[src/design/rsq_pkg.sv]
// Behaviour
// [RQ1] Every reset ends in main clock mode
// [RQ2] Stopped or waiting oscillator forces stabilization wait
// [RQ3] Without power-on reset, no wait at power-up
// [RQ4] Main-mode software or watchdog reset: four cycles
// [RQ5] Sub-clock software or watchdog reset waits stabilization
// [RQ6] External reset in stop/sub: wait, then release
// [RQ7] External reset in main mode: no wait
// [RQ8] Power-on reset waits full stabilization time; code waits the waitSel-selected time, the same as other resets
// [RQ9] Reset output drives pin low during wait
// [RQ10] Reset output low four cycles in main mode
// [RQ11] Low reset pin resets asynchronously
// [RQ12] System keeps clock running during reset
// [RQ13] Fetch mode byte, vector high then low
// [RQ14] Mode pins grounded, mode byte single-chip
// [RQ15] Wait option time, then await pin release
// [RQ16] Stabilization wait timed by timebase output
// [RQ17] No power-on reset: pin held until stable
// [RQ18] RAM write during reset not preserved
// [RQ19] I/O pins high impedance through reset and fetch
// [RQ20] Control bit zero or watchdog overflow resets
// [RQ21] Reset pin open-drain low while reset active
package rsq_pkg;

   // ------------------------------------------------------------
   // Sequencer states
   // ------------------------------------------------------------
   typedef enum logic [2:0] {
      ST_BOOT,
      ST_RUN,
      ST_INTRST,
      ST_OSCWAIT,
      ST_EXTWAIT,
      ST_FMODE,
      ST_FVHI,
      ST_FVLO
   } rsq_state_type;

   // ------------------------------------------------------------
   // Mode fetch addresses and values
   // ------------------------------------------------------------
   localparam logic [15:0] MODE_ADDR      = 16'hfffd;
   localparam logic [15:0] VEC_HI_ADDR    = 16'hfffe;
   localparam logic [15:0] VEC_LO_ADDR    = 16'hffff;
   localparam logic [7:0]  MODE_SINGLE    = 8'h00;
   localparam logic [15:0] VEC_RESET_VAL  = 16'h0000;

   // ------------------------------------------------------------
   // Timing counts
   // ------------------------------------------------------------
   // Last count of the internal reset in instruction cycles (counts 0 to 3, four cycles)
   localparam logic [2:0]  INST_RST_LAST  = 3'h3;
   // Stabilization wait in timebase ticks (tick = 2^4 main clocks)
   localparam logic [14:0] STAB_TICKS_0   = 15'h0001;
   localparam logic [14:0] STAB_TICKS_1   = 15'h0400;
   localparam logic [14:0] STAB_TICKS_2   = 15'h1000;
   localparam int          STAB_TICKS_3   = 16384;
   localparam int          STAB_CNT_W     = 15;

endpackage

[src/design/rsq_reset_sequencer.sv]
`timescale 1ns/100ps
module rsq_reset_sequencer #(
   parameter logic [14:0] STAB_TICKS_3 = 15'(rsq_pkg::STAB_TICKS_3)
) (
   input  wire logic        clk,
   input  wire logic        rst_n,
   input  wire logic        rstPinIn,
   output logic             rstPinOut,
   output logic             rstPinOeN,
   input  wire logic        hasPorOption,
   input  wire logic        hasRstOutOption,
   input  wire logic [1:0]  waitSel,
   input  wire logic        subClkMode,
   input  wire logic        stopMode,
   input  wire logic        mainOscStable,
   input  wire logic        timebaseTick,
   input  wire logic        instCycleEn,
   input  wire logic        stbcWrite,
   input  wire logic        stbcRstBit,
   input  wire logic        wdtOverflow,
   input  wire logic        mode_select_pin_hi,
   input  wire logic        mode_select_pin_lo,
   output logic             romRd,
   output logic [15:0]      romAddr,
   input  wire logic [7:0]  romData,
   output logic [7:0]       modeByte,
   output logic [15:0]      resetVector,
   output logic             execStart,
   output logic             modeError,
   output logic             cpuRstN,
   output logic             forceMainClk,
   output logic             ioHiZ,
   output logic             ramWrBlock,
   output logic             stabWaitActive
);

   // ------------------------------------------------------------
   // Reset release
   // ------------------------------------------------------------
   logic rstSync1_ff;
   logic rstSync2_ff;
   logic rstN;

   always_ff @(posedge clk or negedge rst_n) begin
      if (!rst_n) begin
         rstSync1_ff <= 1'b0;
         rstSync2_ff <= 1'b0;
      end else begin
         rstSync1_ff <= 1'b1;
         rstSync2_ff <= rstSync1_ff;
      end
   end

   assign rstN = rstSync2_ff;

   // ------------------------------------------------------------
   // Event decode
   // ------------------------------------------------------------
   rsq_pkg::rsq_state_type state_ff;
   rsq_pkg::rsq_state_type nxt_state;
   logic [2:0]             instCnt_ff;
   logic [2:0]             nxt_instCnt;
   logic [7:0]             modeByte_ff;
   logic [7:0]             vecHi_ff;
   logic                   loPend_ff;
   logic                   execStart_ff;
   logic                   needWait;
   logic                   swRst;
   logic                   intRst;
   logic                   extRst;
   logic                   instDone;
   logic                   stabStart;
   logic                   stabDone;
   logic                   inRun;
   logic                   inOscWait;
   logic                   inIntRst;
   logic                   inFetch;
   logic                   driveLow;

   // Main oscillator unusable in sub-clock, stop or while still settling
   assign needWait  = subClkMode || stopMode || !mainOscStable; // RQ2
   assign swRst     = stbcWrite && !stbcRstBit; // RQ20
   assign intRst    = swRst || wdtOverflow; // RQ20
   // Pin is only read as an outside reset while we are not pulling it
   assign extRst    = !rstPinIn && rstPinOeN;
   assign inRun     = state_ff == rsq_pkg::ST_RUN;
   assign inOscWait = state_ff == rsq_pkg::ST_OSCWAIT;
   assign inIntRst  = state_ff == rsq_pkg::ST_INTRST;
   assign inFetch   = (state_ff == rsq_pkg::ST_FMODE) || (state_ff == rsq_pkg::ST_FVHI) ||
                      (state_ff == rsq_pkg::ST_FVLO);
   assign instDone  = inIntRst && instCycleEn && (instCnt_ff == rsq_pkg::INST_RST_LAST); // RQ4
   assign stabStart = (nxt_state == rsq_pkg::ST_OSCWAIT) && !inOscWait;

   // ------------------------------------------------------------
   // Sequencer
   // ------------------------------------------------------------
   always_comb begin
      nxt_state = state_ff;
      case (state_ff)
         rsq_pkg::ST_BOOT: begin
            if (hasPorOption) begin
               nxt_state = rsq_pkg::ST_OSCWAIT; // RQ8
            end else begin
               nxt_state = rsq_pkg::ST_EXTWAIT; // RQ3
            end
         end
         rsq_pkg::ST_RUN: begin
            if (extRst && needWait) begin
               nxt_state = rsq_pkg::ST_OSCWAIT; // RQ6
            end else if (extRst) begin
               nxt_state = rsq_pkg::ST_EXTWAIT; // RQ7
            end else if (intRst && needWait) begin
               nxt_state = rsq_pkg::ST_OSCWAIT; // RQ5
            end else if (intRst) begin
               nxt_state = rsq_pkg::ST_INTRST; // RQ4
            end
         end
         rsq_pkg::ST_INTRST: begin
            if (instDone) begin
               nxt_state = rsq_pkg::ST_EXTWAIT;
            end
         end
         rsq_pkg::ST_OSCWAIT: begin
            // Outside reset still held after the wait is caught in EXTWAIT
            if (stabDone) begin
               nxt_state = rsq_pkg::ST_EXTWAIT; // RQ15
            end
         end
         rsq_pkg::ST_EXTWAIT: begin
            if (rstPinIn) begin
               nxt_state = rsq_pkg::ST_FMODE;
            end
         end
         rsq_pkg::ST_FMODE: begin
            nxt_state = extRst ? rsq_pkg::ST_EXTWAIT : rsq_pkg::ST_FVHI;
         end
         rsq_pkg::ST_FVHI: begin
            nxt_state = extRst ? rsq_pkg::ST_EXTWAIT : rsq_pkg::ST_FVLO;
         end
         rsq_pkg::ST_FVLO: begin
            nxt_state = extRst ? rsq_pkg::ST_EXTWAIT : rsq_pkg::ST_RUN;
         end
         default: begin
            nxt_state = rsq_pkg::ST_BOOT;
         end
      endcase
   end

   assign nxt_instCnt = !inIntRst ? 3'h0 : instCycleEn ? instCnt_ff + 3'h1 : instCnt_ff;

   always_ff @(posedge clk or negedge rstN) begin
      if (!rstN) begin
         state_ff   <= rsq_pkg::ST_BOOT;
         instCnt_ff <= 3'h0;
      end else begin
         state_ff   <= nxt_state;
         instCnt_ff <= nxt_instCnt;
      end
   end

   // ------------------------------------------------------------
   // Stabilization timer
   // ------------------------------------------------------------
   rsq_stab_timer #(
      .TICKS_3 (STAB_TICKS_3)
   ) u_stab (
      .clk     (clk),
      .rstN    (rstN),
      .start   (stabStart),
      .tick    (timebaseTick),
      .waitSel (waitSel),
      .done    (stabDone)
   );

   // ------------------------------------------------------------
   // Mode fetch
   // ------------------------------------------------------------
   // ROM answers one cycle after the address, so capture lags a state
   assign romRd   = inFetch; // RQ13
   assign romAddr = (state_ff == rsq_pkg::ST_FMODE) ? rsq_pkg::MODE_ADDR :
                    (state_ff == rsq_pkg::ST_FVHI)  ? rsq_pkg::VEC_HI_ADDR :
                    (state_ff == rsq_pkg::ST_FVLO)  ? rsq_pkg::VEC_LO_ADDR : 16'h0000;

   logic capMode;
   logic capHi;
   logic capLo;

   assign capMode = (state_ff == rsq_pkg::ST_FVHI) && !extRst;
   assign capHi   = (state_ff == rsq_pkg::ST_FVLO) && !extRst;
   assign capLo   = (state_ff == rsq_pkg::ST_FVLO) && (nxt_state == rsq_pkg::ST_RUN);

   always_ff @(posedge clk or negedge rstN) begin
      if (!rstN) begin
         modeByte_ff  <= rsq_pkg::MODE_SINGLE;
         vecHi_ff     <= 8'h00;
         loPend_ff    <= 1'b0;
         execStart_ff <= 1'b0;
      end else begin
         if (capMode) begin
            modeByte_ff <= romData; // RQ13
         end
         if (capHi) begin
            vecHi_ff <= romData; // RQ13
         end
         loPend_ff    <= capLo;
         execStart_ff <= loPend_ff && (nxt_state == rsq_pkg::ST_RUN);
      end
   end

   // Low byte arrives in the first RUN cycle, joined to the stored high byte
   logic [15:0] vecNow;
   assign vecNow = {vecHi_ff, romData};

   logic [15:0] vecHold_ff;
   always_ff @(posedge clk or negedge rstN) begin
      if (!rstN) begin
         vecHold_ff <= rsq_pkg::VEC_RESET_VAL;
      end else if (loPend_ff) begin
         vecHold_ff <= vecNow; // RQ13
      end
   end

   assign modeByte    = modeByte_ff;
   assign resetVector = vecHold_ff;
   assign execStart   = execStart_ff;
   // Grounded mode pins and a single-chip mode byte are the only legal setup
   assign modeError   = mode_select_pin_hi || mode_select_pin_lo ||
                        (modeByte_ff != rsq_pkg::MODE_SINGLE); // RQ14

   // ------------------------------------------------------------
   // Reset pin and system outputs
   // ------------------------------------------------------------
   // Open-drain: data fixed low, enable decides whether the pin is pulled
   assign driveLow       = hasRstOutOption && (inOscWait || inIntRst); // RQ9 RQ10
   assign rstPinOut      = 1'b0;
   assign rstPinOeN      = !driveLow; // RQ21
   // Pin path bypasses every flop so reset acts with no clock edge
   assign cpuRstN        = rstPinIn && rstN && inRun; // RQ11
   assign forceMainClk   = !inRun; // RQ1
   assign ioHiZ          = !inRun; // RQ19
   // RAM writes cut during reset; content at that address is lost
   assign ramWrBlock     = !cpuRstN; // RQ18
   assign stabWaitActive = inOscWait;

   // ------------------------------------------------------------
   // Checks
   // ------------------------------------------------------------
   a_intrst_four_inst: assert property (@(posedge clk) disable iff (!rstN) // RQ4
      inIntRst && !(nxt_state == rsq_pkg::ST_INTRST) |-> instCnt_ff == 3'h3 && instCycleEn)
      else $error("Internal reset ended before four instruction cycles");

   a_nopor_skip_wait: assert property (@(posedge clk) disable iff (!rstN) // RQ3
      state_ff == rsq_pkg::ST_BOOT && !hasPorOption |=> state_ff == rsq_pkg::ST_EXTWAIT)
      else $error("Power-up without power-on reset used a wait");

   a_por_full_wait: assert property (@(posedge clk) disable iff (!rstN) // RQ8
      state_ff == rsq_pkg::ST_BOOT && hasPorOption |=> inOscWait)
      else $error("Power-on reset skipped stabilization wait");

   a_ext_main_nowait: assert property (@(posedge clk) disable iff (!rstN) // RQ7
      inRun && extRst && !needWait |=> state_ff == rsq_pkg::ST_EXTWAIT)
      else $error("Main-mode external reset used a wait");

   a_ext_stop_wait: assert property (@(posedge clk) disable iff (!rstN) // RQ6
      inRun && extRst && needWait |=> inOscWait)
      else $error("Stop or sub-clock external reset skipped wait");

   a_exec_after_fetch: assert property (@(posedge clk) disable iff (!rstN) // RQ13
      execStart_ff |-> inRun && $past(state_ff, 2) == rsq_pkg::ST_FVLO)
      else $error("Execution started without a full mode fetch");

   a_sub_soft_wait: assert property (@(posedge clk) disable iff (!rstN) // RQ5
      inRun && !extRst && intRst && needWait |=> inOscWait)
      else $error("Sub-clock internal reset skipped wait");

   a_wait_until_done: assert property (@(posedge clk) disable iff (!rstN) // RQ15
      inOscWait && !stabDone |=> inOscWait)
      else $error("Stabilization wait left early");

   a_pin_drive_wait: assert property (@(posedge clk) disable iff (!rstN) // RQ9
      hasRstOutOption && (inOscWait || inIntRst) |-> !rstPinOeN && !rstPinOut)
      else $error("Reset pin not driven low during reset");

   a_pin_drive_only: assert property (@(posedge clk) disable iff (!rstN) // RQ21
      !rstPinOeN |-> hasRstOutOption && !inRun)
      else $error("Reset pin driven outside reset");

   a_fetch_order: assert property (@(posedge clk) disable iff (!rstN) // RQ13
      state_ff == rsq_pkg::ST_FMODE && rstPinIn ##1 rstPinIn ##1 rstPinIn |->
      $past(romAddr, 2) == rsq_pkg::MODE_ADDR && $past(romAddr) == rsq_pkg::VEC_HI_ADDR &&
      romAddr == rsq_pkg::VEC_LO_ADDR)
      else $error("Mode fetch order wrong");

   a_vector_bytes: assert property (@(posedge clk) disable iff (!rstN) // RQ13
      execStart_ff |-> resetVector == {$past(romData, 2), $past(romData)})
      else $error("Reset vector bytes swapped or stale");

   a_pin_async_rst: assert property (@(posedge clk) disable iff (!rstN) // RQ11
      !rstPinIn |-> !cpuRstN && ioHiZ == !inRun)
      else $error("Low reset pin did not hold CPU in reset");

   a_main_after_rst: assert property (@(posedge clk) disable iff (!rstN) // RQ1
      !inRun |-> forceMainClk && ioHiZ)
      else $error("Clock not forced to main during reset");

   c_por_to_run: cover property (@(posedge clk) disable iff (!rstN)
      inOscWait ##[1:1000] execStart_ff);
   c_intrst_main: cover property (@(posedge clk) disable iff (!rstN)
      inRun && intRst && !needWait ##1 inIntRst);
   c_ext_in_sub: cover property (@(posedge clk) disable iff (!rstN)
      inRun && extRst && needWait ##1 inOscWait);
   c_fetch_abort: cover property (@(posedge clk) disable iff (!rstN)
      inFetch && extRst);

endmodule

[src/design/rsq_stab_timer.sv]
`timescale 1ns/100ps
module rsq_stab_timer #(
   parameter logic [14:0] TICKS_3 = 15'h4000
) (
   input  wire logic       clk,
   input  wire logic       rstN,
   input  wire logic       start,
   input  wire logic       tick,
   input  wire logic [1:0] waitSel,
   output logic            done
);

   // ------------------------------------------------------------
   // Target selection
   // ------------------------------------------------------------
   logic [rsq_pkg::STAB_CNT_W-1:0] cnt_ff;
   logic [rsq_pkg::STAB_CNT_W-1:0] nxt_cnt;
   logic [rsq_pkg::STAB_CNT_W-1:0] target;
   logic                           busy_ff;
   logic                           nxt_busy;
   logic                           done_ff;
   logic                           nxt_done;
   logic                           lastTick;

   assign target = (waitSel == 2'h0) ? rsq_pkg::STAB_TICKS_0 :
                   (waitSel == 2'h1) ? rsq_pkg::STAB_TICKS_1 :
                   (waitSel == 2'h2) ? rsq_pkg::STAB_TICKS_2 : TICKS_3;

   // ------------------------------------------------------------
   // Tick counter
   // ------------------------------------------------------------
   // Counts timebase output pulses only, so gear settings never shorten it
   assign lastTick = busy_ff && tick && (cnt_ff + 15'h0001 == target); // RQ16
   assign nxt_cnt  = start ? 15'h0000 : (busy_ff && tick) ? cnt_ff + 15'h0001 : cnt_ff;
   assign nxt_busy = start ? 1'b1 : lastTick ? 1'b0 : busy_ff;
   assign nxt_done = start ? 1'b0 : lastTick ? 1'b1 : done_ff;
   assign done     = done_ff;

   always_ff @(posedge clk or negedge rstN) begin
      if (!rstN) begin
         cnt_ff  <= 15'h0000;
         busy_ff <= 1'b0;
         done_ff <= 1'b0;
      end else begin
         cnt_ff  <= nxt_cnt;
         busy_ff <= nxt_busy;
         done_ff <= nxt_done;
      end
   end

   // ------------------------------------------------------------
   // Checks
   // ------------------------------------------------------------
   a_done_on_target: assert property (@(posedge clk) disable iff (!rstN) // RQ16
      $rose(done_ff) |-> $past(cnt_ff) + 15'h0001 == $past(target))
      else $error("Stabilization done before target count");

endmodule

[config.mk]
export PLATFORM = sky130hd
export DESIGN_NAME = rsq_reset_sequencer
export DESIGN_NICKNAME = d
export VERILOG_FILES = /design/src/design/rsq_pkg.sv /design/src/design/rsq_reset_sequencer.sv /design/src/design/rsq_stab_timer.sv
export SDC_FILE = /design/constraint.sdc
export NUM_CORES = 1
export LEC_CHECK = 0
export ABC_AREA = 1
export BUFFER_PORTS_ARGS = -buffer_cell sky130_fd_sc_hd__buf_2
export CORE_MARGIN = 2
export CORE_UTILIZATION = 30
export DETAILED_ROUTE_END_ITERATION = 10
export SYNTH_ARGS = -nofsm -noshare
export SYNTH_HDL_FRONTEND = slang
export SYNTH_SLANG_ARGS = --single-unit
[constraint.sdc]
create_clock -name clk -period 6.2 [get_ports clk]
set_clock_uncertainty 0.05 [all_clocks]
set_input_delay 0.31 -clock clk [delete_from_list [all_inputs] [get_ports clk]]
set_output_delay 0.31 -clock clk [all_outputs]
set_load 0.005 [all_outputs]
==> results by group <==
Route
  – DRC: 0
  – Vias: 2746
  – Wire length per cell: 11.2 µm
  – Vias per inst: 4.42
  – Post-Route WL: 6.93 mm
  – Drt first pass iters: 4
  – Post-route ant nets: 0
  – 1st-iter DRT viols: 87

Critical path
  – Crit path max fanout: 17
  – Data required time at the worst endpoint: 6.35 ns
  – Critical Path Start Type: register
  – Worst setup EP type: register
  – WS Path Type: reg -> reg
  – Critical Path AT: 2.29 ns

Placed design
  – Post-Place Worst Slack: 4.03 ns
  – IO Port Bufs: 73
  – Detailed-placement wirelength estimate: 4.98 mm
  – Routability Congestion: 0.897

Floorplan
  – Num ports: 75
  – Row count: 37
  – Die span in y: 108 µm
  – Initial Util: 31.0%
  – Core area: 10400 µm²
  – Die width: 108 µm
  – Die ar.: 11600 µm²

Logic synthesis
  – Yosys reg bits: 59
  – Share of the synthesized area in the top cell type: 45.9%
  – Synthesis Warnings: 0
  – Synthesized cell area: 3210 µm²
  – Seq/Total Area, Yosys: 45.9%
  – Post-synth top flop: dfrtp_1
  – Mapped Cells: 417
  – Unique cell type count in the Yosys netlist: 31
  – Synth async-reset ratio: 100%
  – Post-synth EDFFs: 0
  – Syn Area/Cell: 7.71 µm²
  – Area contributors post-synth: dfrtp_1 46%, nand2_1 12%, nor2_1 6.1%
  – Synthesized net count: 445
  – Area leader, netlist: dfrtp_1

Timing
  – Slew @ Worst Pin: 0.850 ns
  – Setup WS post-layout: 4.05 ns
  – Tcrit/Tclk final: 34.6%
  – Final-report hold violation count: 0
  – RSZ-0062 raised after global routing: false
  – Slew HR: 43.4%
  – Setup violators final: 0
  – Max-slew violation count: 0
  – Final min period: 2.15 ns
  – Fmax: 0.466 GHz
  – Setup TNS: 0 ns

Clocking
  – Clock buffer depth: 2
  – Worst-Skew Late Latency: 0.33 ns
  – TritonCTS clock tree: yes
  – Htree depth: 3
  – Post-CTS setup repair buffer count: 0
  – CTS sink cnt: 59
  – Clk slew on worst S/H paths: 0.07 ns
  – CTS buffer count: 9
  – Clock root buffer: clkbuf_8
  – Post-CTS resize count: 0
  – CTS Hold Bufs: 1

Global routing
  – Total GRT Usage: 12.9%
  – Antenna violations before repair: 0
  – Vias in the first global route: 2729
  – First-pass GRT wire length: 12.2 mm
  – Total global routing overflow: 0
  – Largest net degree at the start of global routing: 59

Power and ir drop
  – Sw Ratio: 41.3%
  – Pint: 1.06 mW
  – Sequential power share: 38.0%
  – Pwr/cell area: 472 nW/µm²
  – LEAKAGE: 1.98 nW
  – Peak supply drop: 194 µV
  – Clock Power Share: 19.2%
  – Logic pwr share: 42.8%
  – Switching pwr: 742 µW

Layout
  – Diodes inserted: 0
  – Nets@finish: 508
  – Fillers: 1102
  – Most frequent cells in the layout: 104 x nand2_1, 73 x buf_2, 58 x dfrtp_1, 52 x nor2_1, 49 x inv_1
  – Share of cells above drive strength 1: 25.8%
  – Most common cell after layout, fill and taps aside: nand2_1
  – Area delta synth->final: 18.5%

Job
  – Max capacitance violation total: 0

Outcome
  – Outcome: finished clean

Hold path
  – Worst Hold Class: in -> reg
==> worst paths after layout <==
| check | from | end | slack [ns] | cells after the start |
|---|---|---|---|---|
| worst max-delay path | state_ff[2] | u_stab.cnt_ff[0] | 4.05 | 9 |
| min in group asynchronous | rst_n | rstN | 0.24 | 2 |
| worst max register to register | state_ff[2] | u_stab.cnt_ff[0] | 4.05 | 9 |
| max in group asynchronous | rstN | execStart | 5.25 | 1 |
| worst min register to register | rstSync1_ff | rstN | 0.31 | 0 |
| worst min-delay path | romData[3] | resetVector[3] | 0.21 | 3 |
==> registers in the layout, summed over array words and instances (netlist names) <==
signal	count
rstSync1_ff	1
state_ff	3
loPend_ff	1
vecHi_ff	8
instCnt_ff	3
u_stab.done	1
resetVector	16
rstN	1
u_stab.busy_ff	1
execStart	1
u_stab.cnt_ff	15
modeByte	8
==> synthesized netlist by cell type (all sizes together) (2+ instances only) <==
cell type / n
a21oi: 13
buf: 16
nand3b: 2
o21ai: 36
ha: 3
conb: 2
nand4: 6
clkbuf: 7
nand2: 108
nor3: 3
nand3: 19
mux2: 8
o21bai: 2
nor2: 67
xor2: 3
nor4: 2
dfrtp: 59
and2: 3
inv: 54
==> cell type report <==
cell class	count	area, µm²	share of cell area (%)
Clock buffer	11	141	3.71
Clock inverter	5	52.6	1.38
Inverter	54	203	5.32
Multi-Input combinational cell	281	1380	36.3
Sequential cell	59	1480	38.8
Tap cell	136	170	4.47
Timing Repair Buffer	75	383	10.1
==> worst max-delay path, cell delays in order, from the launching register on <==
cell     delay (ns)
dfrtp_1        0.48
inv_2          0.12
nor2_1         0.52
a31oi_1        0.19
nand3_2        0.11
nand2_1        0.06
inv_2          0.06
nand2_2        0.07
nor2_8         0.28
nor2_1         0.08
==> routing by layer <==
layer / share of wire [%] / GRT usage [%] / vias to the layer above
met3: 5.2 / 2.91 / 4
met1: 48 / 17.2 / 1262
met5: 0 / 0 / -
met4: 0.38 / 4.76 / 0
met2: 46 / 20.3 / 57
li1: - / - / 1423
==> power by group through the flow <==
stage | Clock [mW] | Sequential, mW | Combinational [mW]
3_3_place_gp | 0 | 0.684 | 0.766
2_1_floorplan | 0 | 0.663 | 0.611
4_1_cts | 0.362 | 0.683 | 0.779
5_1_grt | 0.375 | 0.711 | 0.895
3_5_place_dp | 0 | 0.684 | 0.778
6_report | 0.346 | 0.683 | 0.769
==> cell families (layout without fill, tap and decap cells) <==
family	count (synthesis)	count (layout)	synth area share [%]
xor gates and xnor gates	3	3	0.818
muxes	8	8	2.80
and+or+nand+nor	211	211	29.2
buffers and inverters	77	145	11.1
DFF	59	59	45.9
adders and majority gates	3	3	1.17
other	2	2	0.234
AOI/OAI and AO/OA	54	54	8.72
==> stage by stage <==
step	power, mW	hold WS (ns)	instances	utilization, %	instance area, µm²
after detailed placement	1.46	0.0473	604	34.8	3600
final	1.80	0.206	621	36.7	3810
after global routing	1.98	0.200	621	36.7	3810
after CTS	1.82	0.185	621	36.7	3810
after floorplan	1.27	-0.0356	417	-	3210
after global placement	1.45	0.0448	604	34.8	3600
Note: power is estimated with default switching activity, not from simulation.
